[config.mk]
export PLATFORM = sky130hd
export DESIGN_NAME = cfgee_store_ctrl
export DESIGN_NICKNAME = d
export VERILOG_FILES = /design/src/rtl/cfgee_serial_slave.v /design/src/rtl/cfgee_store_ctrl.v
export VERILOG_INCLUDE_DIRS = /design/src /design/src/rtl
export SDC_FILE = /design/constraint.sdc
export NUM_CORES = 1
export LEC_CHECK = 0
export ABC_CLOCK_PERIOD_IN_PS = 2300
export BUFFER_PORTS_ARGS = -buffer_cell sky130_fd_sc_hd__buf_2
export CORE_MARGIN = 3
export CORE_UTILIZATION = 45
export CTS_CLUSTER_DIAMETER = 50
export DETAILED_ROUTE_END_ITERATION = 6
export PLACE_DENSITY = 0.59
export SLEW_MARGIN = 0
export SYNTH_ARGS = -nofsm -noshare
export SYNTH_HDL_FRONTEND = slang
export SYNTH_SLANG_ARGS = --single-unit
[constraint.sdc]
create_clock -name SYS_CLK_I -period 2.3 [get_ports SYS_CLK_I]
set_input_delay 0.345 -clock SYS_CLK_I [delete_from_list [all_inputs] [get_ports SYS_CLK_I]]
set_output_delay 0.345 -clock SYS_CLK_I [all_outputs]
set_load 0.005 [all_outputs]
[src/rtl/cfgee_regs.vh]
`ifndef CFGEE_REGS_VH
`define CFGEE_REGS_VH

// Clock period of the system clock.
`define CFGEE_CLK_NS          8'd10

// Register offsets (byte addresses of the serial register space).
`define CFGEE_OFS_SLV         6'h01
`define CFGEE_OFS_CAP         6'h05
`define CFGEE_OFS_SAVE        6'h06
`define CFGEE_OFS_BCNT        6'h0c
`define CFGEE_OFS_CTAB        6'h18
`define CFGEE_REG_TOP         7'h40
`define CFGEE_REG_LAST        6'h3f

// Field positions.
`define CFGEE_CAP_MSB         7
`define CFGEE_CAP_LSB         3
`define CFGEE_CAP_RSV         3'h0
`define CFGEE_BCNT_MSB        7
`define CFGEE_BCNT_LSB        1
`define CFGEE_SAVE_BIT        0
`define CFGEE_LOCK_BIT        1
`define CFGEE_PINS_BIT        2
`define CFGEE_BUSY_BIT        6

// Reset values and the load capacitance limit.
`define CFGEE_CAP_RST         5'h0a
`define CFGEE_BCNT_RST        7'h40
`define CFGEE_BYTE_RST        8'h00
`define CFGEE_CAP_MAX         5'h14

// Command byte: bit 7 high selects a single byte access, low a block access.
`define CFGEE_CMD_BYTE_BIT    7

// Time to program one nonvolatile byte.
`define CFGEE_EE_BYTE_NS      8'd100
`define CFGEE_EE_BYTE_CYC     (`CFGEE_EE_BYTE_NS / `CFGEE_CLK_NS)

`endif

[src/rtl/cfgee_serial_slave.v]
`timescale 1ns/1ns
`include "cfgee_regs.vh"

module cfgee_serial_slave (
   // Clock and reset
   input  wire       clk_i,
   input  wire       rst_n_i,
   // Synchronised bus lines
   input  wire       scl_i,
   input  wire       sda_i,
   input  wire [6:0] dev_addr_i,
   // Register access
   input  wire [7:0] rd_data_i,
   input  wire [6:0] byte_count_i,
   output wire [6:0] rd_addr_o,
   output reg        wr_o,
   output reg  [6:0] wr_addr_o,
   output reg  [7:0] wr_data_o,
   // Data line drive
   output reg        sda_oe_o
);

   localparam ST_IDLE = 3'd0;
   localparam ST_RX   = 3'd1;
   localparam ST_RACK = 3'd2;
   localparam ST_TX   = 3'd3;
   localparam ST_TACK = 3'd4;

   reg  [2:0] st_q;
   reg        scl_q;
   reg        sda_q;
   reg  [7:0] sh_q;
   reg  [3:0] cnt_q;
   reg  [1:0] idx_q;
   reg        rw_q;
   reg        blk_q;
   reg        cnt_sent_q;
   reg        nack_q;
   reg  [6:0] ofs_q;
   wire       rise  = scl_i & ~scl_q;
   wire       fall  = ~scl_i & scl_q;
   wire       start = scl_i & scl_q & sda_q & ~sda_i;
   wire       stop  = scl_i & scl_q & ~sda_q & sda_i;
   // Block reads announce the byte count before the first register byte.
   wire       cnt_next = blk_q & ~cnt_sent_q;
   wire [7:0] tx_byte  = cnt_next ? {1'b0, byte_count_i} : rd_data_i;

   assign rd_addr_o = ofs_q;

   always @(posedge clk_i) begin
      wr_o <= 1'b0;
      if (!rst_n_i) begin
         st_q       <= ST_IDLE;
         scl_q      <= 1'b1;
         sda_q      <= 1'b1;
         sh_q       <= 8'h00;
         cnt_q      <= 4'h0;
         idx_q      <= 2'd0;
         rw_q       <= 1'b0;
         blk_q      <= 1'b0;
         cnt_sent_q <= 1'b0;
         nack_q     <= 1'b0;
         ofs_q      <= 7'h00;
         wr_addr_o  <= 7'h00;
         wr_data_o  <= 8'h00;
         sda_oe_o   <= 1'b0;
      end else begin
         scl_q <= scl_i;
         sda_q <= sda_i;
         if (start) begin
            st_q       <= ST_RX;
            cnt_q      <= 4'h0;
            idx_q      <= 2'd0;
            cnt_sent_q <= 1'b0;
            sda_oe_o   <= 1'b0;
         end else if (stop) begin
            st_q     <= ST_IDLE;
            sda_oe_o <= 1'b0;
         end else begin
            case (st_q)
               ST_RX: begin
                  if (rise) begin
                     sh_q  <= {sh_q[6:0], sda_i};
                     cnt_q <= cnt_q + 4'h1;
                  end else if (fall && cnt_q == 4'h8) begin
                     cnt_q <= 4'h0;
                     if (idx_q == 2'd0) begin
                        if (sh_q[7:1] == dev_addr_i) begin
                           rw_q     <= sh_q[0];
                           st_q     <= ST_RACK;
                           sda_oe_o <= 1'b1;
                           idx_q    <= 2'd1;
                        end else begin
                           st_q <= ST_IDLE;
                        end
                     end else if (idx_q == 2'd1) begin
                        ofs_q    <= sh_q[6:0];
                        blk_q    <= ~sh_q[`CFGEE_CMD_BYTE_BIT];
                        idx_q    <= 2'd2;
                        st_q     <= ST_RACK;
                        sda_oe_o <= 1'b1;
                     end else begin
                        wr_o      <= 1'b1;
                        wr_addr_o <= ofs_q;
                        wr_data_o <= sh_q;
                        ofs_q     <= ofs_q + 7'h01;
                        st_q      <= ST_RACK;
                        sda_oe_o  <= 1'b1;
                     end
                  end
               end
               ST_RACK: begin
                  if (fall) begin
                     if (rw_q) begin
                        st_q     <= ST_TX;
                        sh_q     <= tx_byte;
                        sda_oe_o <= ~tx_byte[7];
                        if (cnt_next) begin
                           cnt_sent_q <= 1'b1;
                        end else begin
                           ofs_q <= ofs_q + 7'h01;
                        end
                     end else begin
                        st_q     <= ST_RX;
                        sda_oe_o <= 1'b0;
                     end
                  end
               end
               ST_TX: begin
                  if (fall) begin
                     if (cnt_q == 4'h7) begin
                        cnt_q    <= 4'h0;
                        st_q     <= ST_TACK;
                        sda_oe_o <= 1'b0;
                     end else begin
                        cnt_q    <= cnt_q + 4'h1;
                        sh_q     <= {sh_q[6:0], 1'b0};
                        sda_oe_o <= ~sh_q[6];
                     end
                  end
               end
               ST_TACK: begin
                  if (rise) begin
                     nack_q <= sda_i;
                  end else if (fall) begin
                     if (nack_q) begin
                        st_q <= ST_IDLE;
                     end else begin
                        st_q     <= ST_TX;
                        sh_q     <= tx_byte;
                        sda_oe_o <= ~tx_byte[7];
                        if (cnt_next) begin
                           cnt_sent_q <= 1'b1;
                        end else begin
                           ofs_q <= ofs_q + 7'h01;
                        end
                     end
                  end
               end
               default: begin
                  sda_oe_o <= 1'b0;
               end
            endcase
         end
      end
   end

endmodule

[src/rtl/cfgee_store_ctrl.v]
// Function
// - Load capacitance code, 1 pF steps, max 20
// - Seven-bit block read byte count, reset 64
// - Save bit copies configuration into nonvolatile
// - Save starts only on rising edge
// - Reads still answered during save
// - Readable save-in-progress status bit
// - Stored lock refuses further saves
// - Volatile writes still work while locked
// - Lock effective only once stored
// - Stored pin mode disables serial pins
// - Grounded output supply restores serial, address
// - Eight control settings chosen by pins
// - Serial bytes travel MSB first
`timescale 1ns/1ns
`include "cfgee_regs.vh"

module cfgee_store_ctrl #(
   parameter [4:0] SLAVE_ADDR_BASE = 5'h19
) (
   // Clock and reset
   input  wire       SYS_CLK_I,
   input  wire       RST_N_I,
   // Shared pins
   input  wire       CTRL_PIN_0_I,
   input  wire       CTRL_PIN_1_SDA_I,
   input  wire       CTRL_PIN_2_SCL_I,
   input  wire       VDDOUT_GROUNDED_I,
   output wire       SDA_O,
   output wire       SDA_OE_O,
   // Device controls
   output reg  [4:0] LOAD_CAP_PF_O,
   output reg  [7:0] CTRL_SETTING_O,
   output reg  [1:0] SLAVE_ADDR_O,
   output reg        SAVE_IN_PROGRESS_O,
   output reg        NONVOLATILE_LOCK_O,
   output reg        SERIAL_EN_O
);

   localparam SV_IDLE = 1'b0;
   localparam SV_COPY = 1'b1;
   localparam [7:0] BYTE_CYC = `CFGEE_EE_BYTE_CYC;

   reg  [7:0] cfg_q [0:63];
   reg  [7:0] nv_q  [0:63];
   reg  [3:0] pin_m_q;
   reg  [3:0] pin_s_q;
   reg        sv_st_q;
   reg        trig_prev_q;
   reg  [5:0] sv_idx_q;
   reg  [7:0] sv_tmr_q;
   reg        nv_lock_q;
   reg        nv_pins_q;
   integer    i;

   wire       ctrl0_s  = pin_s_q[0];
   wire       sda_s    = pin_s_q[1];
   wire       scl_s    = pin_s_q[2];
   wire       vdd_gnd  = pin_s_q[3];
   wire       ser_en   = ~nv_pins_q | vdd_gnd;
   wire [1:0] slv_bits = vdd_gnd ? 2'b00 : cfg_q[`CFGEE_OFS_SLV][1:0];
   wire       busy     = (sv_st_q == SV_COPY);
   wire       trig     = cfg_q[`CFGEE_OFS_SAVE][`CFGEE_SAVE_BIT];
   wire [6:0] block_read_byte_count   = cfg_q[`CFGEE_OFS_BCNT][`CFGEE_BCNT_MSB:`CFGEE_BCNT_LSB];
   wire [6:0] rd_addr;
   wire       wr;
   wire [6:0] wr_addr;
   wire [7:0] wr_data;
   wire       slv_oe;
   wire [2:0] sel;

   // pins pick setting
   // While the shared pins carry the bus they cannot also select a setting.
   assign sel = ser_en ? {2'b00, ctrl0_s} : {scl_s, sda_s, ctrl0_s};

   // The data line is open drain: only ever pulled low.
   assign SDA_O    = 1'b0;
   assign SDA_OE_O = slv_oe & ser_en;

   function in_range;
      input [6:0] a;
      begin
         in_range = ({1'b0, a} < {1'b0, `CFGEE_REG_TOP});
      end
   endfunction

   function [7:0] rd_value;
      input [6:0] a;
      begin
         if (!in_range(a)) begin
            rd_value = 8'h00;
         end else if (a[5:0] == `CFGEE_OFS_SAVE) begin
            rd_value = cfg_q[a[5:0]];
            rd_value[`CFGEE_BUSY_BIT] = busy;
         end else begin
            rd_value = cfg_q[a[5:0]];
         end
      end
   endfunction

   // Two flip-flops on every pin before any use.
   always @(posedge SYS_CLK_I) begin
      if (!RST_N_I) begin
         // The supply flag resets to its idle low level, so reset shows no false grounded supply.
         pin_m_q <= 4'h7;
         pin_s_q <= 4'h7;
      end else begin
         pin_m_q <= {VDDOUT_GROUNDED_I, CTRL_PIN_2_SCL_I, CTRL_PIN_1_SDA_I, CTRL_PIN_0_I};
         pin_s_q <= pin_m_q;
      end
   end

   cfgee_serial_slave u_slave (
      .clk_i        (SYS_CLK_I),
      .rst_n_i      (RST_N_I),
      .scl_i        (ser_en ? scl_s : 1'b1),
      .sda_i        (ser_en ? sda_s : 1'b1),
      .dev_addr_i   ({SLAVE_ADDR_BASE, slv_bits}),
      .rd_data_i    (rd_value(rd_addr)),
      .byte_count_i (block_read_byte_count),
      .rd_addr_o    (rd_addr),
      .wr_o         (wr),
      .wr_addr_o    (wr_addr),
      .wr_data_o    (wr_data),
      .sda_oe_o     (slv_oe)
   );

   // Volatile configuration space.
   always @(posedge SYS_CLK_I) begin
      if (!RST_N_I) begin
         for (i = 0; i < `CFGEE_REG_TOP; i = i + 1) begin
            cfg_q[i] <= `CFGEE_BYTE_RST;
         end
         cfg_q[`CFGEE_OFS_CAP]  <= {`CFGEE_CAP_RST, `CFGEE_CAP_RSV};
         cfg_q[`CFGEE_OFS_BCNT] <= {`CFGEE_BCNT_RST, 1'b0};
      end else if (wr && in_range(wr_addr) && !busy) begin
         // writes apply live
         // Writes during a save are dropped so the copy stays coherent.
         if (wr_addr[5:0] == `CFGEE_OFS_CAP) begin
            cfg_q[wr_addr[5:0]] <= {wr_data[`CFGEE_CAP_MSB:`CFGEE_CAP_LSB], `CFGEE_CAP_RSV};
         end else if (wr_addr[5:0] == `CFGEE_OFS_SAVE) begin
            cfg_q[wr_addr[5:0]] <= wr_data & ~(8'h01 << `CFGEE_BUSY_BIT);
         end else begin
            cfg_q[wr_addr[5:0]] <= wr_data;
         end
      end
   end

   // Nonvolatile save sequencer.
   always @(posedge SYS_CLK_I) begin
      if (!RST_N_I) begin
         sv_st_q     <= SV_IDLE;
         trig_prev_q <= 1'b0;
         sv_idx_q    <= 6'h00;
         sv_tmr_q    <= 8'h00;
         nv_lock_q   <= 1'b0;
         nv_pins_q   <= 1'b0;
      end else begin
         trig_prev_q <= trig;
         case (sv_st_q)
            SV_IDLE: begin
               if (trig && !trig_prev_q && !nv_lock_q) begin
                  sv_st_q  <= SV_COPY;
                  sv_idx_q <= 6'h00;
                  sv_tmr_q <= BYTE_CYC;
               end
            end
            SV_COPY: begin
               if (sv_tmr_q > 8'h01) begin
                  sv_tmr_q <= sv_tmr_q - 8'h01;
               end else begin
                  sv_tmr_q <= BYTE_CYC;
                  sv_idx_q <= sv_idx_q + 6'h01;
                  if (sv_idx_q == `CFGEE_REG_LAST) begin
                     sv_st_q   <= SV_IDLE;
                     // lock from stored copy
                     // Taken from the stored cells, so only a saved lock or pin mode counts.
                     nv_lock_q <= nv_q[`CFGEE_OFS_SAVE][`CFGEE_LOCK_BIT];
                     nv_pins_q <= nv_q[`CFGEE_OFS_SAVE][`CFGEE_PINS_BIT];
                  end
               end
            end
            default: begin
               sv_st_q <= SV_IDLE;
            end
         endcase
      end
   end

   // The array has no reset: it stands for the nonvolatile cells.
   always @(posedge SYS_CLK_I) begin
      if (busy && sv_tmr_q == 8'h01) begin
         nv_q[sv_idx_q] <= cfg_q[sv_idx_q];
      end
   end

   // Registered control outputs.
   always @(posedge SYS_CLK_I) begin
      if (!RST_N_I) begin
         LOAD_CAP_PF_O      <= `CFGEE_CAP_RST;
         CTRL_SETTING_O     <= 8'h00;
         SLAVE_ADDR_O       <= 2'b00;
         SAVE_IN_PROGRESS_O <= 1'b0;
         NONVOLATILE_LOCK_O <= 1'b0;
         SERIAL_EN_O        <= 1'b1;
      end else begin
         if (cfg_q[`CFGEE_OFS_CAP][`CFGEE_CAP_MSB:`CFGEE_CAP_LSB] > `CFGEE_CAP_MAX) begin
            LOAD_CAP_PF_O <= `CFGEE_CAP_MAX;
         end else begin
            LOAD_CAP_PF_O <= cfg_q[`CFGEE_OFS_CAP][`CFGEE_CAP_MSB:`CFGEE_CAP_LSB];
         end
         CTRL_SETTING_O     <= cfg_q[`CFGEE_OFS_CTAB + {3'b000, sel}];
         SLAVE_ADDR_O       <= slv_bits;
         SAVE_IN_PROGRESS_O <= busy;
         NONVOLATILE_LOCK_O <= nv_lock_q;
         SERIAL_EN_O        <= ser_en;
      end
   end

endmodule

==> run_results.csv, run 1 <==
group,metric,value,unit
global_route,antenna_found_initial,4,
timing,slew_violations,0,
detailed_routing,dr.pass1.iters,6,
final_layout,instances_no_fill,3482,
global_route,grt_pass1_wl,138000,um
final_layout,area_growth,24.8,%
final_layout,utilization,57.1,%
worst_setup_path,path_cells,"buf_12, mux4_2, mux4_2, nor2b_4, a31oi_1, buf_4, and4b_1, o22ai_1",
worst_setup_path,required,2.82,ns
detailed_routing,wl,94300,um
clock_network,cts_sinks,617,
hold_path,min_from,"RST_N_I",
timing,max_freq,410,MHz
die,dieArea,66300,um^2
worst_setup_path,cp_slowest_stage_delay,0.52,ns
status,outcome,"finished with violations",
hold_path,min_to,"SERIAL_EN_O",
clock_network,cts_tree,"built",
detailed_routing,ant_nets,0,
hold_path,hold_path.class,"input pin to register",
worst_setup_path,cp_num_buf_inv,2,
yosys,synthDistinctLibCells,74,
yosys,synth_warnings,0,
clock_network,clockBufferDepth,3,
yosys,syn_inst,2253,
timing,finalHoldViolCount,0,
die,start_util,45.8,%
clock_network,clockRootBuffer,"clkbuf_16",
worst_setup_path,cp-end-kind,"register",
timing,rsz0062_at_grt,"yes",
clock_network,path_clk_slew,0.06,ns
placement,dp_hpwl,66300,um
yosys,synth-edff-count,514,
die,core,62200,um^2
final_layout,final_nets,2593,
worst_setup_path,reg2reg_to,"u_slave.sh_q[6]",
worst_setup_path,critPathKind,"register to register",
hold_path,min_path_cells,3,
worst_setup_path,worst-endpoint-arrival,2.95,ns
clock_network,cts_buffers,78,
status,failed_checks,"negative setup slack",
detailed_routing,vias,20900,
worst_setup_path,start_kind,"register",
timing,setup-violations-final,5,
yosys,dominantRegCellSynth,"edfxtp_1",
timing,hold_ws,0.237,ns
placement,placed_cells,3308,
worst_setup_path,crit_slowest_cell,"mux4_2",
power,totalPowerFinal,26800,uW
yosys,synth.avg_cell_area,12.6,um^2
die,rows,91,
yosys,async_reset_ff_share,0,%
yosys,syn_area,28500,um^2
timing,worst_pin_slew,0.705,ns
worst_setup_path,crit_top_cell,"mux4_2",
worst_setup_path,r2r_cells,8,
global_route,grt_max_degree,58,
final_layout,layout-drive-gt1-share,29.0,%
power,power_density,755,nW/um^2
die,io_pins,26,
global_route,grt_pass1_vias,20300,
power,p_leak,0.0120,uW
detailed_routing,drtIter0Drc,2644,
placement,port_buffers,24,
clock_network,htree_levels,3,
detailed_routing,drc_errors,0,
placement,gp_congestion,0.995,
die,die_h,258,um
timing,slew_headroom,53.0,%
final_layout,seqCellArea,17500,um^2
timing,min_period,2.44,ns
final_layout,multi_input_area,10500,um^2
timing,layout_setup_ws,-0.137,ns
timing,skew,0.0150,ns
global_route,grt_overflow,0,
worst_setup_path,crit_family,"multiplexers",
worst_setup_path,crit_fanout,7,
final_layout,antenna_cells,0,
timing,timing.final.crit_share,106,%
final_layout,fill_cells,5080,
detailed_routing,wl_per_cell,27.1,um
die,die_x,258,um
placement,preCtsSetupSlack,-0.233,ns
clock_network,clk_latency,0.64,ns
yosys,synth-seq-cells,617,
detailed_routing,viasPerCell,6.00,
job,maxCapViolations,0,
global_route,gr-usage-all-layers,28.4,%
yosys,ys_seq_area_share,61.5,%
power,peakVddDrop,564,uV
worst_setup_path,ff2ff_setup_slack,-0.14,ns
==> cell families after synthesis <==
| kind of cell | share of synthesized area, % |
|---|---|
| other | 0.0132 |
| buffers and inverters | 2.92 |
| xor gates and xnor gates | 0.215 |
| and+or+nand+nor | 15.0 |
| DFF | 61.5 |
| muxes | 15.1 |
| AOI/OAI and AO/OA | 4.97 |
| adders and majority gates | 0.308 |
==> where the power goes <==
group          total, uW  switching (uW)  internal (uW)  leakage, uW
Combinational       1240             678            563      0.00497
Clock              12700            5100           7610      0.00130
Sequential         12900             288          12600      0.00572
Total              26800            6070          20800       0.0120
==> worst max path at each step <==
stage | to | cells past startpoint | start
CTS | nv_q[6][2] | 4 | register
global placement | u_slave.sh_q[3] | 7 | register
global route | nv_q[6][1] | 4 | register
detailed placement | u_slave.sh_q[7] | 7 | register
floorplan | cfg_q[48][0] | 8 | RST_N_I
finish | u_slave.sh_q[6] | 8 | register
==> routing by layer <==
metal  GRT usage [%]  up-vias  part of all wire (%)
met1            39.0    10600                    40
met3            6.18      223                   9.0
met4            11.1       10                   4.3
li1                -     9012                     -
met2            44.3     1042                    46
met5               0        -                 0.068
==> metrics by stage <==
stage | instance area [um^2] | TNS, ns
2_1_floorplan | 28500 | 0
3_3_place_gp | 32000 | -1.50
3_5_place_dp | 32000 | -1.62
4_1_cts | 35100 | -0.387
5_1_grt | 35500 | -0.593
6_report | 35500 | -0.375
==> timing repair <==
action                                 CTS  global route
hold buffers                             4             0
setup endpoints to repair               12           253
pin swaps                               21            18
resized for setup                       50            57
gates cloned                             3             4
endpoints found under the hold margin    4             0
buffers inserted                        11            11
==> tightest hold or removal path, stage by stage <==
cell	delay, ns
buf_4	0.13
buf_4	0.26
nand2_1	0.10
==> cell usage in the layout, fill, tap and decap left out, drive strengths merged, types with 8 or more instances in the layout <==
cell / synthesis / layout
a31oi: 15 / 15
a21oi: 55 / 55
inv: 22 / 38
a22oi: 19 / 19
nand4: 8 / 8
nor4: 10 / 10
dfxtp: 103 / 103
nand2b: 21 / 21
buf: 56 / 382
nand2: 222 / 222
o21ai: 43 / 43
a211oi: 8 / 8
nand3: 48 / 48
nor2: 566 / 566
o211ai: 8 / 8
clkbuf: 92 / 95
mux4: 154 / 154
mux2i: 75 / 75
and2: 15 / 15
nor2b: 14 / 14
bufinv: 0 / 10
nor3: 27 / 27
o22ai: 21 / 21
clkinv: 0 / 24
and3: 35 / 35
edfxtp: 514 / 514
==> synth_stat cells, drive strengths merged (19+ instances only) <==
library cell / instances / area share (%)
nand2: 222 / 2.9
o21ai: 43 / 0.76
inv: 22 / 0.29
and3: 35 / 0.77
clkbuf: 92 / 1.2
nor2: 566 / 7.5
a22oi: 19 / 0.50
nand2b: 21 / 0.46
edfxtp: 514 / 54
a21oi: 55 / 1.0
buf: 56 / 1.4
nand3: 48 / 0.84
nor3: 27 / 0.51
mux2i: 75 / 2.6
mux4: 154 / 12
o22ai: 21 / 0.46
dfxtp: 103 / 7.2
==> cell type report <==
cell class / instances / area share (%)
Tap cell: 837 / 2.95
Clock buffer: 91 / 5.72
Multi-Input combinational cell: 1470 / 29.6
Timing Repair Buffer: 391 / 10.3
Sequential cell: 617 / 49.3
Inverter: 22 / 0.232
Clock inverter: 54 / 1.86
==> registers in the layout, indices dropped and copies added, names as in the netlist, 2 cells and up, named ones only <==
register and flops:
cfg_q 512, LOAD_CAP_PF_O 5, pin_s_q 4, u_slave.rd_addr_o 7, u_slave.cnt_q 4, nv_q 2
sv_tmr_q 8, u_slave.wr_addr_o 7, sv_idx_q 6, u_slave.idx_q 2, u_slave.wr_data_o 8, pin_m_q 4
u_slave.st_q 3, SLAVE_ADDR_O 2, u_slave.sh_q 8, CTRL_SETTING_O 8
(Power assumes the default switching activity.)
==> inputs of run 2 (changes only) <==
--- a/config.mk
+++ b/config.mk
@@ -10,6 +10,7 @@
 export BUFFER_PORTS_ARGS = -buffer_cell sky130_fd_sc_hd__buf_2
 export CORE_MARGIN = 3
 export CORE_UTILIZATION = 45
+export CTS_BUF_LIST = sky130_fd_sc_hd__clkbuf_8 sky130_fd_sc_hd__clkbuf_16
 export CTS_CLUSTER_DIAMETER = 50
 export DETAILED_ROUTE_END_ITERATION = 6
 export PLACE_DENSITY = 0.59
==> run 2 against run 1 <==
  * Maximum frequency down 0.16%
  * Non-clock buffer count unchanged
  * Clock power about the same
  * Sequential power about the same
  * Via count about the same
  * Setup slack worse by 0.0039 ns
  * The flow still finishes with violations (negative setup slack)
  * Clock-buffer cell count down 11
  * Register-to-register slack about the same
  * Clock skew about the same
  * Critical path depth unchanged
==> run_results.csv, run 2 (synthesized netlist as in run 1, its figures left out) <==
group,metric,value,unit
die,core,62200,um^2
timing,finalHoldViolCount,0,
placement,placed_cells,3308,
placement,dp_hpwl,66300,um
clock_network,clockBufferDepth,3,
timing,tns,-0.355,ns
clock_network,clk_latency,0.64,ns
detailed_routing,ant_nets,0,
clock_network,cts_sinks,617,
global_route,grt_pass1_wl,138000,um
timing,min_period,2.44,ns
detailed_routing,dr.pass1.iters,7,
final_layout,area_growth,24.8,%
detailed_routing,wl,94400,um
clock_network,clockRootBuffer,"clkbuf_16",
die,io_pins,26,
final_layout,layout-drive-gt1-share,29.0,%
timing,hold_ws,0.238,ns
power,p_leak,0.0120,uW
hold_path,hold_path.class,"input pin to register",
clock_network,path_clk_slew,0.06,ns
die,die_x,258,um
placement,port_buffers,24,
global_route,antenna_found_initial,4,
final_layout,top_register,"cfg_q",
placement,preCtsSetupSlack,-0.233,ns
final_layout,utilization,57.1,%
final_layout,antenna_cells,0,
timing,timing.final.crit_share,106,%
worst_setup_path,ff2ff_setup_slack,-0.14,ns
worst_setup_path,start_kind,"register",
hold_path,min_path_cells,3,
timing,slew_violations,0,
final_layout,layout_commonest_cell,"nor2_1",
final_layout,instances_no_fill,3482,
timing,skew,0.0147,ns
worst_setup_path,r2r_cells,8,
worst_setup_path,crit_fanout,7,
die,dieArea,66300,um^2
final_layout,final_nets,2593,
clock_network,cts_tree,"built",
final_layout,largest_reg_flops,512,
die,start_util,45.8,%
timing,slew_headroom,53.6,%
status,outcome,"finished with violations",
timing,max_freq,410,MHz
global_route,gr-usage-all-layers,28.4,%
global_route,grt_overflow,0,
global_route,grt_pass1_vias,20300,
power,peakVddDrop,566,uV
timing,layout_setup_ws,-0.141,ns
job,maxCapViolations,0,
timing,rsz0062_at_grt,"yes",
timing,worst_pin_slew,0.696,ns
detailed_routing,drtIter0Drc,2658,
die,die_h,258,um
detailed_routing,wl_per_cell,27.1,um
placement,gp_congestion,0.995,
detailed_routing,drc_errors,0,
worst_setup_path,worst-endpoint-arrival,2.96,ns
clock_network,htree_levels,3,
detailed_routing,vias,20900,
status,failed_checks,"negative setup slack",
worst_setup_path,required,2.82,ns
die,rows,91,
global_route,grt_max_degree,58,
power,power_density,754,nW/um^2
hold_path,min_from,"RST_N_I",
worst_setup_path,cp-end-kind,"register",
timing,setup-violations-final,4,
final_layout,final_cell_mix,"559 x nor2_1, 514 x edfxtp_1, 300 x buf_4",
worst_setup_path,critPathKind,"register to register",
detailed_routing,viasPerCell,6.00,
clock_network,cts_buffers,78,
[run 2: final timing paths]
path                                        end
worst max-delay path            u_slave.sh_q[6]
worst max register to register  u_slave.sh_q[6]
worst min register to register       pin_s_q[2]
worst min-delay path                SERIAL_EN_O
[run 2: repair_timing]
action,4_1_cts,5_1_grt
pin swaps,21,18
hold endpoints to repair,4,0
hold buffers,4,0
endpoints found under the setup margin,12,253
setup buffers,11,11
resized for setup,50,57
cloned,3,4
[run 2: metal layers]
layer	part of all wire, %	vias up	track usage, %
met1	40	10600	39.0
met2	47	1050	44.3
li1	-	9015	-
met5	0.068	-	0
met3	9.2	225	6.18
met4	4.2	10	11.1
[run 2: critical path, stage by stage, from the launching register on]
cell	delay, ns
dfxtp_4	0.40
buf_12	0.17
mux4_2	0.52
mux4_2	0.51
nor2b_4	0.14
a31oi_1	0.14
buf_4	0.14
and4b_1	0.21
o22ai_1	0.08
[run 2: metrics by stage]
step	power, uW	cell area, um^2
floorplan	13600	28500
global placement	14300	32000
detailed placement	14300	32000
CTS	26900	35100
global route	27500	35500
finish	26800	35500
[run 2: final cells by class]
cell class | count | area, um^2
inverters | 22 | 82.6
clock inverters | 65 | 701
repair buffers | 391 | 3670
multi-input cells | 1470 | 10500
fillers | 5080 | 26600
clock buffers | 80 | 1990
well taps | 837 | 1050
flip-flops and latches | 617 | 17500
[run 2: report_power, final]
part	total [uW]	leakage [uW]	switching [uW]	internal, uW
logic	1240	0.00497	677	563
clock network	12700	0.00135	5100	7560
registers	12900	0.00572	288	12600
